$ cat src/rtl/dvs_defines.svh
// Constants of the setpoint ramp controller: offsets, fields, reset values, timing.
// Assumes it is included by bare name by the package and the design modules.
`ifndef DVS_DEFINES_SVH
`define DVS_DEFINES_SVH

// Register addresses carried by the address byte, bits D2..D0.
`define DVS_ADDR_PRESET0    3'h0
`define DVS_ADDR_PRESET3    3'h3
`define DVS_ADDR_CTRL       3'h4
`define DVS_ADDR_STAT       3'h5

// Field positions.
`define DVS_MODE_BIT        7
`define DVS_CTRL_SLEW_HI    2
`define DVS_CTRL_RAMPDN_BIT 3
`define DVS_STAT_WARN_BIT   0
`define DVS_STAT_SHUT_BIT   1
`define DVS_CODE_MASK6      7'h3F
`define DVS_CODE_MASK7      7'h7F
`define DVS_READ_NONE       8'h00

// Preset reset values, power save mode, per variant.
`define DVS_RST6_P0         8'h3F
`define DVS_RST6_P1         8'h17
`define DVS_RST6_P2         8'h3F
`define DVS_RST6_P3         8'h21
`define DVS_RST7_P0         8'h2E
`define DVS_RST7_P1         8'h5A
`define DVS_RST7_P2         8'h42
`define DVS_RST7_P3         8'h42

// Setpoint to millivolt mapping.
`define DVS_MV_BASE6        11'h302
`define DVS_MV_BASE7        11'h1F4
`define DVS_MV_STEP         11'h00A

// Step timing: base interval 0.3125 us at code 0, clock period 10 ns.
`define DVS_CLK_PERIOD_PS   10000
`define DVS_STEP_BASE_PS    312500
`define DVS_FRAC_SCALE      4
`define DVS_FRAC_ADD        8'h04
`define DVS_STEP_BASE_X4    ((`DVS_STEP_BASE_PS * `DVS_FRAC_SCALE) / `DVS_CLK_PERIOD_PS)

`endif

$ cat src/rtl/dvs_pkg.sv
// Types shared by the setpoint ramp controller modules.
// Assumes dvs_defines.svh sits beside it.
`include "dvs_defines.svh"

package dvs_pkg;

    // Synchronised pin group, one bit per pin.
    typedef struct packed {
        logic logic_uv;
        logic analog_uv;
        logic temp_cool;
        logic temp_over;
        logic temp_warn;
        logic preset_select_hi;
        logic preset_select_lo;
        logic enable;
    } dvs_pins_t;

    typedef struct packed {
        dvs_pins_t f1;
        dvs_pins_t f2;
        dvs_pins_t f3;
        dvs_pins_t stable;
    } dvs_sync_t;

    typedef struct packed {
        logic [7:0] acc;
        logic [8:0] pre;
        logic       step;
    } dvs_tmr_t;

    typedef struct packed {
        logic [3:0][7:0] preset;
        logic [2:0]      slew_code;
        logic            light_load_ramp_down;
        logic            thermal_shutdown_flag;
        logic            therm_off;
        logic [6:0]      setpoint_code;
        logic [10:0]     mv;
        logic            force_pwm;
        logic            stage_on;
        logic [7:0]      rdata;
    } dvs_ctl_t;

endpackage

$ cat src/rtl/dvs_pin_sync.sv
// Three-flop synchroniser for the asynchronous pin group.
// Assumes all pins are static levels; a change counts once flops two and three agree.
`timescale 1ns/10ps
`include "dvs_defines.svh"

module dvs_pin_sync (
    // Clock and reset
    input  wire logic            clk_in,
    input  wire logic            rst_in,
    // Pins
    input  wire dvs_pkg::dvs_pins_t pins_in,
    output dvs_pkg::dvs_pins_t   pins_out
);

    dvs_pkg::dvs_sync_t st_q;
    dvs_pkg::dvs_sync_t st_d;

    always_comb begin
        st_d        = st_q;
        st_d.f1     = pins_in;
        st_d.f2     = st_q.f1;
        st_d.f3     = st_q.f2;
        // Only flops two and three are compared; flop one feeds flop two alone.
        st_d.stable = (st_q.f2 & ~(st_q.f2 ^ st_q.f3)) | (st_q.stable & (st_q.f2 ^ st_q.f3));
    end

    always_ff @(posedge clk_in) begin
        if (rst_in) begin
            st_q <= '0;
        end else begin
            st_q <= st_d;
        end
    end

    assign pins_out = st_q.stable;

endmodule

$ cat src/rtl/dvs_ramp_control.sv
// Setpoint ramp and preset control of a step-down converter.
// Assumes a serial slave outside delivers one register write pulse per completed
// write transaction and one read pulse per register read, and that the
// temperature and supply indications arrive as asynchronous comparator levels.
//
// Operation
// 6-bit variant: code 0 is 770 mV, 10 mV per code.
// 7-bit variant: code 0 is 500 mV, 10 mV per code.
// New setpoint of the active preset applies once its write completes.
// Bit 7 picks forced PWM per preset, effective even while active.
// Global 3-bit slew code: 32 mV/us divided by two to the code.
// One 10 mV step every 0.3125 us times two to the code.
// 6-bit steps 10 mV; 7-bit steps 20 mV at half rate, final 10 mV.
// Forced PWM: both rising and falling transitions follow the slope.
// Power save: rising transitions still follow the slope.
// Power save falls follow the slope only with light-load ramp-down set.
// Thermal warning bit follows the early warning indication.
// Over temperature turns the power stage off; registers and interface stay.
// Switching resumes only once the cool indication arrives.
// Thermal shutdown bit latches until the host clears it.
// Analog undervoltage stops the stage at once and resets registers.
// Logic undervoltage resets all registers.
// Register access works regardless of converter state.
// Step timing comes from the internal clock.
// Select pins pick preset 0 to 3, registers at 0x00 to 0x03.
// After enable the setpoint starts from minimum and climbs to target.
// Preset change ramps from present setpoint exactly onto the new target.
// Target change mid-ramp redirects from the present setpoint.
`timescale 1ns/10ps
`include "dvs_defines.svh"

module dvs_ramp_control #(
    parameter bit WIDE_CODE = 1'b0
) (
    // Clock and reset
    input  wire logic        MCLK_IN,
    input  wire logic        RST_IN,
    // Pins from the host and the analog side
    input  wire logic        ENABLE_IN,
    input  wire logic        PRESET_SELECT_LO_IN,
    input  wire logic        PRESET_SELECT_HI_IN,
    input  wire logic        TEMP_WARN_IN,
    input  wire logic        TEMP_OVER_IN,
    input  wire logic        TEMP_COOL_IN,
    input  wire logic        ANALOG_SUPPLY_UV_IN,
    input  wire logic        LOGIC_SUPPLY_UV_IN,
    // Register port from the serial slave
    input  wire logic [2:0]  REG_ADDR_IN,
    input  wire logic [7:0]  REG_WDATA_IN,
    input  wire logic        REG_WR_IN,
    input  wire logic        REG_RD_IN,
    output logic [7:0]       REG_RDATA_OUT,
    // Converter control
    output logic [6:0]       SETPOINT_CODE_OUT,
    output logic [10:0]      SETPOINT_MV_OUT,
    output logic             FORCE_PWM_OUT,
    output logic             TRACK_FALL_OUT,
    output logic             POWER_STAGE_ON_OUT,
    output logic             THERMAL_WARNING_OUT,
    output logic             THERMAL_SHUTDOWN_OUT
);

    ////////////////////////////////////////////////////////////////////////////////

    dvs_pkg::dvs_pins_t pins_raw;
    dvs_pkg::dvs_pins_t pins;
    dvs_pkg::dvs_ctl_t  st_q;
    dvs_pkg::dvs_ctl_t  st_d;
    logic               step;
    logic               run;
    logic               reg_rst;
    logic [1:0]         sel;
    logic [6:0]         tgt;
    logic [6:0]         diff;
    logic [6:0]         code_mask;
    logic               active;
    logic               track_fall;

    assign pins_raw = '{logic_uv:         LOGIC_SUPPLY_UV_IN,
                        analog_uv:        ANALOG_SUPPLY_UV_IN,
                        temp_cool:        TEMP_COOL_IN,
                        temp_over:        TEMP_OVER_IN,
                        temp_warn:        TEMP_WARN_IN,
                        preset_select_hi: PRESET_SELECT_HI_IN,
                        preset_select_lo: PRESET_SELECT_LO_IN,
                        enable:           ENABLE_IN};

    dvs_pin_sync u_sync (
        .clk_in   (MCLK_IN),
        .rst_in   (RST_IN),
        .pins_in  (pins_raw),
        .pins_out (pins)
    );

    dvs_step_timer u_timer (
        .clk_in       (MCLK_IN),
        .rst_in       (reg_rst),
        .run_in       (run),
        .slew_code_in (st_q.slew_code),
        .half_rate_in (WIDE_CODE),
        .step_out     (step)
    );

    ////////////////////////////////////////////////////////////////////////////////

    function automatic logic [10:0] code_to_mv(input logic [6:0] code);
        logic [10:0] base;
        base = WIDE_CODE ? `DVS_MV_BASE7 : `DVS_MV_BASE6;
        return base + 11'({4'h0, code} * `DVS_MV_STEP);
    endfunction

    function automatic dvs_pkg::dvs_ctl_t reset_state();
        dvs_pkg::dvs_ctl_t r;
        r           = '0;
        r.preset[0] = WIDE_CODE ? `DVS_RST7_P0 : `DVS_RST6_P0;
        r.preset[1] = WIDE_CODE ? `DVS_RST7_P1 : `DVS_RST6_P1;
        r.preset[2] = WIDE_CODE ? `DVS_RST7_P2 : `DVS_RST6_P2;
        r.preset[3] = WIDE_CODE ? `DVS_RST7_P3 : `DVS_RST6_P3;
        r.mv        = code_to_mv(7'h00);
        return r;
    endfunction

    // Undervoltage acts as a register reset; it reaches the logic after the
    // synchroniser, so the power stage is also gated from the raw analog pin below.
    assign reg_rst   = RST_IN | pins.analog_uv | pins.logic_uv;
    assign code_mask = WIDE_CODE ? `DVS_CODE_MASK7 : `DVS_CODE_MASK6;
    assign sel       = {pins.preset_select_hi, pins.preset_select_lo};
    assign tgt       = st_q.preset[sel][6:0] & code_mask;
    assign active    = pins.enable & ~st_q.therm_off;
    assign run       = active & (st_q.setpoint_code != tgt);
    assign track_fall = st_q.preset[sel][`DVS_MODE_BIT] | st_q.light_load_ramp_down;

    ////////////////////////////////////////////////////////////////////////////////

    always_comb begin
        st_d  = st_q;
        diff  = 7'h00;
        // Register writes are taken whatever the converter is doing.
        if (REG_WR_IN) begin
            case (REG_ADDR_IN)
                3'h0, 3'h1, 3'h2, 3'h3: begin
                    st_d.preset[REG_ADDR_IN[1:0]] = {REG_WDATA_IN[`DVS_MODE_BIT],
                                                     REG_WDATA_IN[6:0] & code_mask};
                end
                `DVS_ADDR_CTRL: begin
                    st_d.slew_code            = REG_WDATA_IN[`DVS_CTRL_SLEW_HI:0];
                    st_d.light_load_ramp_down = REG_WDATA_IN[`DVS_CTRL_RAMPDN_BIT];
                end
                `DVS_ADDR_STAT: begin
                    if (REG_WDATA_IN[`DVS_STAT_SHUT_BIT]) begin
                        st_d.thermal_shutdown_flag = 1'b0;
                    end
                end
                default: begin
                end
            endcase
        end
        // Thermal shutdown with hysteresis; the set is placed after the clear so
        // an over temperature in the clearing cycle is not lost.
        if (pins.temp_over) begin
            st_d.therm_off             = 1'b1;
            st_d.thermal_shutdown_flag = 1'b1;
        end else if (pins.temp_cool) begin
            st_d.therm_off = 1'b0;
        end
        // Setpoint ramp.
        if (!active) begin
            st_d.setpoint_code = 7'h00;
        end else if (st_q.setpoint_code < tgt) begin
            diff = tgt - st_q.setpoint_code;
            if (step) begin
                st_d.setpoint_code = st_q.setpoint_code +
                    ((WIDE_CODE && diff >= 7'h02) ? 7'h02 : 7'h01);
            end
        end else if (st_q.setpoint_code > tgt) begin
            diff = st_q.setpoint_code - tgt;
            if (!track_fall) begin
                // Power save without tracking: the stage is not made to follow.
                st_d.setpoint_code = tgt;
            end else if (step) begin
                st_d.setpoint_code = st_q.setpoint_code -
                    ((WIDE_CODE && diff >= 7'h02) ? 7'h02 : 7'h01);
            end
        end
        st_d.mv        = code_to_mv(st_d.setpoint_code);
        st_d.force_pwm = st_d.preset[sel][`DVS_MODE_BIT];
        st_d.stage_on  = pins.enable & ~st_d.therm_off;
        // Read answers; unmapped addresses return zero.
        if (REG_RD_IN) begin
            case (REG_ADDR_IN)
                3'h0, 3'h1, 3'h2, 3'h3: begin
                    st_d.rdata = st_q.preset[REG_ADDR_IN[1:0]];
                end
                `DVS_ADDR_CTRL: begin
                    st_d.rdata = {4'h0, st_q.light_load_ramp_down, st_q.slew_code};
                end
                `DVS_ADDR_STAT: begin
                    st_d.rdata = {6'h00, st_q.thermal_shutdown_flag, pins.temp_warn};
                end
                default: begin
                    st_d.rdata = `DVS_READ_NONE;
                end
            endcase
        end
    end

    always_ff @(posedge MCLK_IN) begin
        if (reg_rst) begin
            st_q <= reset_state();
        end else begin
            st_q <= st_d;
        end
    end

    ////////////////////////////////////////////////////////////////////////////////

    assign REG_RDATA_OUT        = st_q.rdata;
    assign SETPOINT_CODE_OUT    = st_q.setpoint_code;
    assign SETPOINT_MV_OUT      = st_q.mv;
    assign FORCE_PWM_OUT        = st_q.force_pwm;
    assign TRACK_FALL_OUT       = track_fall;
    // The raw pin stops the stage without waiting for the synchroniser.
    assign POWER_STAGE_ON_OUT   = st_q.stage_on & ~ANALOG_SUPPLY_UV_IN;
    assign THERMAL_WARNING_OUT  = pins.temp_warn;
    assign THERMAL_SHUTDOWN_OUT = st_q.thermal_shutdown_flag;
endmodule

$ cat src/rtl/dvs_step_timer.sv
// Ramp step interval generator.
// Assumes a 100 MHz clock; the 0.3125 us base is not whole cycles, so a quarter-cycle
// accumulator keeps the average exact at the cost of one cycle of jitter.
`timescale 1ns/10ps
`include "dvs_defines.svh"

module dvs_step_timer (
    // Clock and reset
    input  wire logic       clk_in,
    input  wire logic       rst_in,
    // Control
    input  wire logic       run_in,
    input  wire logic [2:0] slew_code_in,
    input  wire logic       half_rate_in,
    // Step pulse
    output logic            step_out
);

    dvs_pkg::dvs_tmr_t st_q;
    dvs_pkg::dvs_tmr_t st_d;
    logic [8:0]        acc_sum;

    function automatic logic [8:0] pre_limit(input logic [2:0] code, input logic half);
        logic [3:0] sh;
        sh = {1'b0, code} + {3'h0, half};
        return (9'h001 << sh) - 9'h001;
    endfunction

    always_comb begin
        st_d      = st_q;
        st_d.step = 1'b0;
        acc_sum   = {1'b0, st_q.acc} + {1'b0, `DVS_FRAC_ADD};
        if (!run_in) begin
            st_d.acc = 8'h00;
            st_d.pre = 9'h000;
        end else if (acc_sum >= 9'(`DVS_STEP_BASE_X4)) begin
            st_d.acc = 8'(acc_sum - 9'(`DVS_STEP_BASE_X4));
            if (st_q.pre >= pre_limit(slew_code_in, half_rate_in)) begin
                st_d.pre  = 9'h000;
                st_d.step = 1'b1;
            end else begin
                st_d.pre = st_q.pre + 9'h001;
            end
        end else begin
            st_d.acc = acc_sum[7:0];
        end
    end

    always_ff @(posedge clk_in) begin
        if (rst_in) begin
            st_q <= '0;
        end else begin
            st_q <= st_d;
        end
    end

    assign step_out = st_q.step;

endmodule

$ cat config.mk
export PLATFORM = sky130hd
export DESIGN_NAME = dvs_ramp_control
export DESIGN_NICKNAME = d
export VERILOG_FILES = /design/src/rtl/dvs_pkg.sv /design/src/rtl/dvs_pin_sync.sv /design/src/rtl/dvs_ramp_control.sv /design/src/rtl/dvs_step_timer.sv
export VERILOG_INCLUDE_DIRS = /design/src /design/src/rtl
export SDC_FILE = /design/constraint.sdc
export NUM_CORES = 1
export LEC_CHECK = 0
export ABC_AREA = 1
export BUFFER_PORTS_ARGS = -buffer_cell sky130_fd_sc_hd__buf_4
export CAP_MARGIN = 20
export CORE_MARGIN = 2
export CORE_UTILIZATION = 35
export DETAILED_ROUTE_END_ITERATION = 16
export RECOVER_POWER = 100
export SLEW_MARGIN = 20
export SYNTH_ARGS = -nofsm -noshare
export SYNTH_HDL_FRONTEND = slang
export SYNTH_SLANG_ARGS = --single-unit
$ cat constraint.sdc
create_clock -name MCLK_IN -period 5.5 [get_ports MCLK_IN]
set_input_delay 0 -clock MCLK_IN [delete_from_list [all_inputs] [get_ports MCLK_IN]]
set_output_delay 0 -clock MCLK_IN [all_outputs]
set_load 0.005 [all_outputs]
==> results list <==
- Run status: finished with violations
- The final reports fail on capacitance limit, slew limit.
* PortBufs: slightly above 50
* Unique cell type count in the Yosys netlist: 50
- Top area cells in the synthesized netlist: sky130_fd_sc_hd__dfxtp_1 (38%), sky130_fd_sc_hd__nand2_1 (9.8%), sky130_fd_sc_hd__inv_1 (7.1%)
- Clock-pin slew was measured on the worst setup and hold paths at about 50 ps.
* Crit path max-delay cell type: sky130_fd_sc_hd__dfxtp_1
* Resized Gates After CTS: 0
- Final clock period utilization by the worst path: 0.872
- First-pass GRT wire length: 23600 µm
* Delay of the slowest critical-path stage: 600 ps
- Subtracting the final worst setup slack from the clock period gives 4800 ps.
* Highest Clock Rate: between 0.2 and 0.25 GHz
* Slew @ Worst Pin: 1530 ps
* H-tree level count: 4
* Fraction of registers with async set/reset: 0
* Static leakage: 3.25 nW
* CTS tree: yes
- Leading cell types by count after synthesis: sky130_fd_sc_hd__nand2_1 (161), sky130_fd_sc_hd__inv_1 (116), sky130_fd_sc_hd__dfxtp_1 (115)
- Setup-violating endpoint count in the final report: 0
- After detailed routing, the number of vias per cell comes to 4.70.
* Count of synthesis-stage warnings from yosys: 0
- Category of the worst setup path launch point: register
* Number of placed instances, taps included: 1080
* Total non-filler cell area in the finished layout: 7330 µm²
- After detailed routing, the total wire length is 14100 µm.
- The worst pin sits at a relative slew slack of -0.0191.
- DRC Markers: 0
* Remaining antenna violation count: 0
- NumNets Final: 956
- Synth top area share: 0.375
* Master cell of the clock root buffer: sky130_fd_sc_hd__clkbuf_16
- The number of slew-limit violations in the final report is 37.
- Compared with the post-synthesis result, the final layout area differs by 19.4%.
- STA puts the critical path data required time at ~5700 ps.
* Die boundary height: 136 µm
- Layout cell share with drive strength beyond 1: 0.130
* Final-layout setup total negative slack: 0 ps
- Synthesis produced a netlist with a net count of 899.
* Post-Synthesis Cells: around 840
- Summed over all layers, the global routing overflow is 0.
- The most numerous cell type found on the critical path is sky130_fd_sc_hd__inv_1.
* Clock insertion delay at the later pin of the skew report: between 400 and 500 ps
* Final hold viol count: 0
* Top-count cell post-synth: sky130_fd_sc_hd__nand2_1
* Category of the most critical setup path: reg2reg
- STA classifies the critical path endpoint as a register.
- The number of antenna violations at the first check in global routing is 0.
- In the synthesized netlist the dominant register cell turns out to be sky130_fd_sc_hd__dfxtp_1.
- The floorplan step set the die width to roughly 140 µm.
- Each instance of the synthesized netlist takes up on average 7.28 µm².
- The longest clock path from root to sink contains 2 buffers.
* Count of fill cells added during filler insertion: 1754
- Power per unit of standard cell area: around 280 nW/µm²
- sky130_fd_sc_hd__dfxtp_1 takes more of the synthesized area than any other cell.
- Core region area: 17200 µm²
- The pre-antenna-repair detailed-routing pass consisted of 5 iterations.
- Max-Cap Viols: 1
- The detailed router placed 5353 vias in this run.
* RSZ-0062 raised after global routing: no
- For this run, the total global-route usage over all layers was measured as 0.162.
- CP arrival: 5020 ps
- Share of synthesized area occupied by flip-flops and latches: 0.375
- The signal on the critical path passes through inv_4 -> o21ai_0 -> nor2_1 -> a21oi_1 -> ha_1 -> nand2_1 -> inv_1 -> a21oi_1 -> nand2_4 -> nand2_1 -> inv_1 -> o21ai_0 -> o221ai_1 -> nand3_1 -> inv_1 -> ha_1 -> ha_1 -> inv_1 -> fa_1 -> o21ai_0 -> xnor2_1 -> a21oi_1 -> nand3b_1.
* Final RePlAce weighted congestion: 0.878
- HPWL Detailed: 10200 µm
* Maximum number of pins on one net before global-route repair: 37
* Initial Utilization: 0.356
* Number of flops mapped to enable cells by yosys: 0
- After clock tree synthesis, the flow added hold-fix buffers numbering 26.
- The placed instances occupy a cell area of between 6000 and 7000 µm².
* Largest driver fanout on the critical path: 14
- In this run the cell area of the synthesized design comes to 6140 µm².
* Total of flip-flops plus latches after synthesis: 115
- Non-filler instance count after layout: 1138
- Detailed Route Iter0 Violations: 342
* Worst min path class: in2reg
- Number of global-route vias before repair: 4948
* Die Area: 18600 µm²
- The number of setup buffers added after CTS is 0.
* Number of clock sinks: 115
- Number of cell rows: 48
* Finished Core Util: 0.425
- Worst-case vdd ir drop: around 230 µV
* Number of buffers inserted during clock tree synthesis: 17
- Pin placement for this block handled 54 I/O pins.
- In the final routed layout, each cell accounts on average for around 12 µm.
* Skew final: 9.82 ps
* Total inserted antenna cells: 0
==> cells in the final DEF, fill, tap and decap left out, types with 7 or more instances in the layout <==
master / n
sky130_fd_sc_hd__nor3_1: 15
sky130_fd_sc_hd__dfxtp_1: 115
sky130_fd_sc_hd__nand3_1: 46
sky130_fd_sc_hd__nand2_1: 163
sky130_fd_sc_hd__inv_1: 117
sky130_fd_sc_hd__nand3_2: 7
sky130_fd_sc_hd__clkbuf_1: 9
sky130_fd_sc_hd__clkbuf_16: 17
sky130_fd_sc_hd__buf_4: 24
sky130_fd_sc_hd__a21oi_1: 55
sky130_fd_sc_hd__ha_1: 32
sky130_fd_sc_hd__o21ai_0: 51
sky130_fd_sc_hd__xor2_1: 8
sky130_fd_sc_hd__nand2_2: 9
sky130_fd_sc_hd__o211ai_1: 14
sky130_fd_sc_hd__dlygate4sd3_1: 26
sky130_fd_sc_hd__nor2_1: 93
sky130_fd_sc_hd__clkbuf_4: 25
==> cell families after synthesis <==
group,Yosys count,share of synthesized area
other,1,0.000611
buffers and inverters,168,0.125
muxes,1,0.00163
AOI/OAI and AO/OA,147,0.139
DFF,115,0.375
xor gates and xnor gates,11,0.0157
and+or+nand+nor,367,0.275
adders and majority gates,33,0.0685
==> path summary, 6_finish.rpt <==
| path | start | end | slack [ps] | depth (start not counted) |
|---|---|---|---|---|
| hold reg to reg | u_sync.st_d[20]$_SDFF_PP0_ | u_sync.st_d[12]$_SDFF_PP0_ | 400 | 2 |
| setup reg to reg | register | SETPOINT_MV_OUT[9]$_SDFF_PP1_ | 700 | 23 |
| hold / removal | REG_WDATA_IN[7] | st_q[65]$_SDFF_PP0_ | 20 | 5 |
| setup / recovery | register | SETPOINT_MV_OUT[9]$_SDFF_PP1_ | 700 | 23 |
==> final cells by class <==
class,count,area [µm²],area share
Clock buffer,22,464,0.0633
Multi-Input combinational cell,560,3050,0.416
Timing Repair Buffer,81,651,0.0888
Tap cell,225,282,0.0384
Clock inverter,10,108,0.0147
Inverter,125,472,0.0644
Sequential cell,115,2300,0.314
==> metal layers <==
metal  GRT usage  wire (µm)
met1       0.218       6970
met4      0.0567        249
met5           0          0
met2       0.255       6310
met3      0.0354        546
==> critical path, delay by kind of cell, from the launching register on <==
kind,cells,cell delay [ps]
adders and majority gates,4,1170
DFF,1,600
buffers and inverters,5,410
AOI/OAI and AO/OA,7,1310
xor gates and xnor gates,1,280
and+or+nand+nor,6,850
==> power by group <==
| part | switching (W) | leakage [nW] | internal [W] |
|---|---|---|---|
| clock | 0.000385 | 0.276 | 0.000685 |
| sequential | 0.0000109 | 0.934 | 0.000852 |
| combinational | 0.0000749 | 2.04 | 0.0000567 |
| total | 0.000471 | 3.25 | 0.00159 |
==> through the flow <==
stage	total power [W]	setup WS, ps	hold WS, ps
2_1_floorplan	0.000956	1640	31.1
3_3_place_gp	0.000997	1020	198
3_5_place_dp	0.000998	955	208
4_1_cts	0.00209	919	9.39
5_1_grt	0.00214	236	66.9
6_report	0.00206	705	21.7
Power figures use the tool's default switching activity.
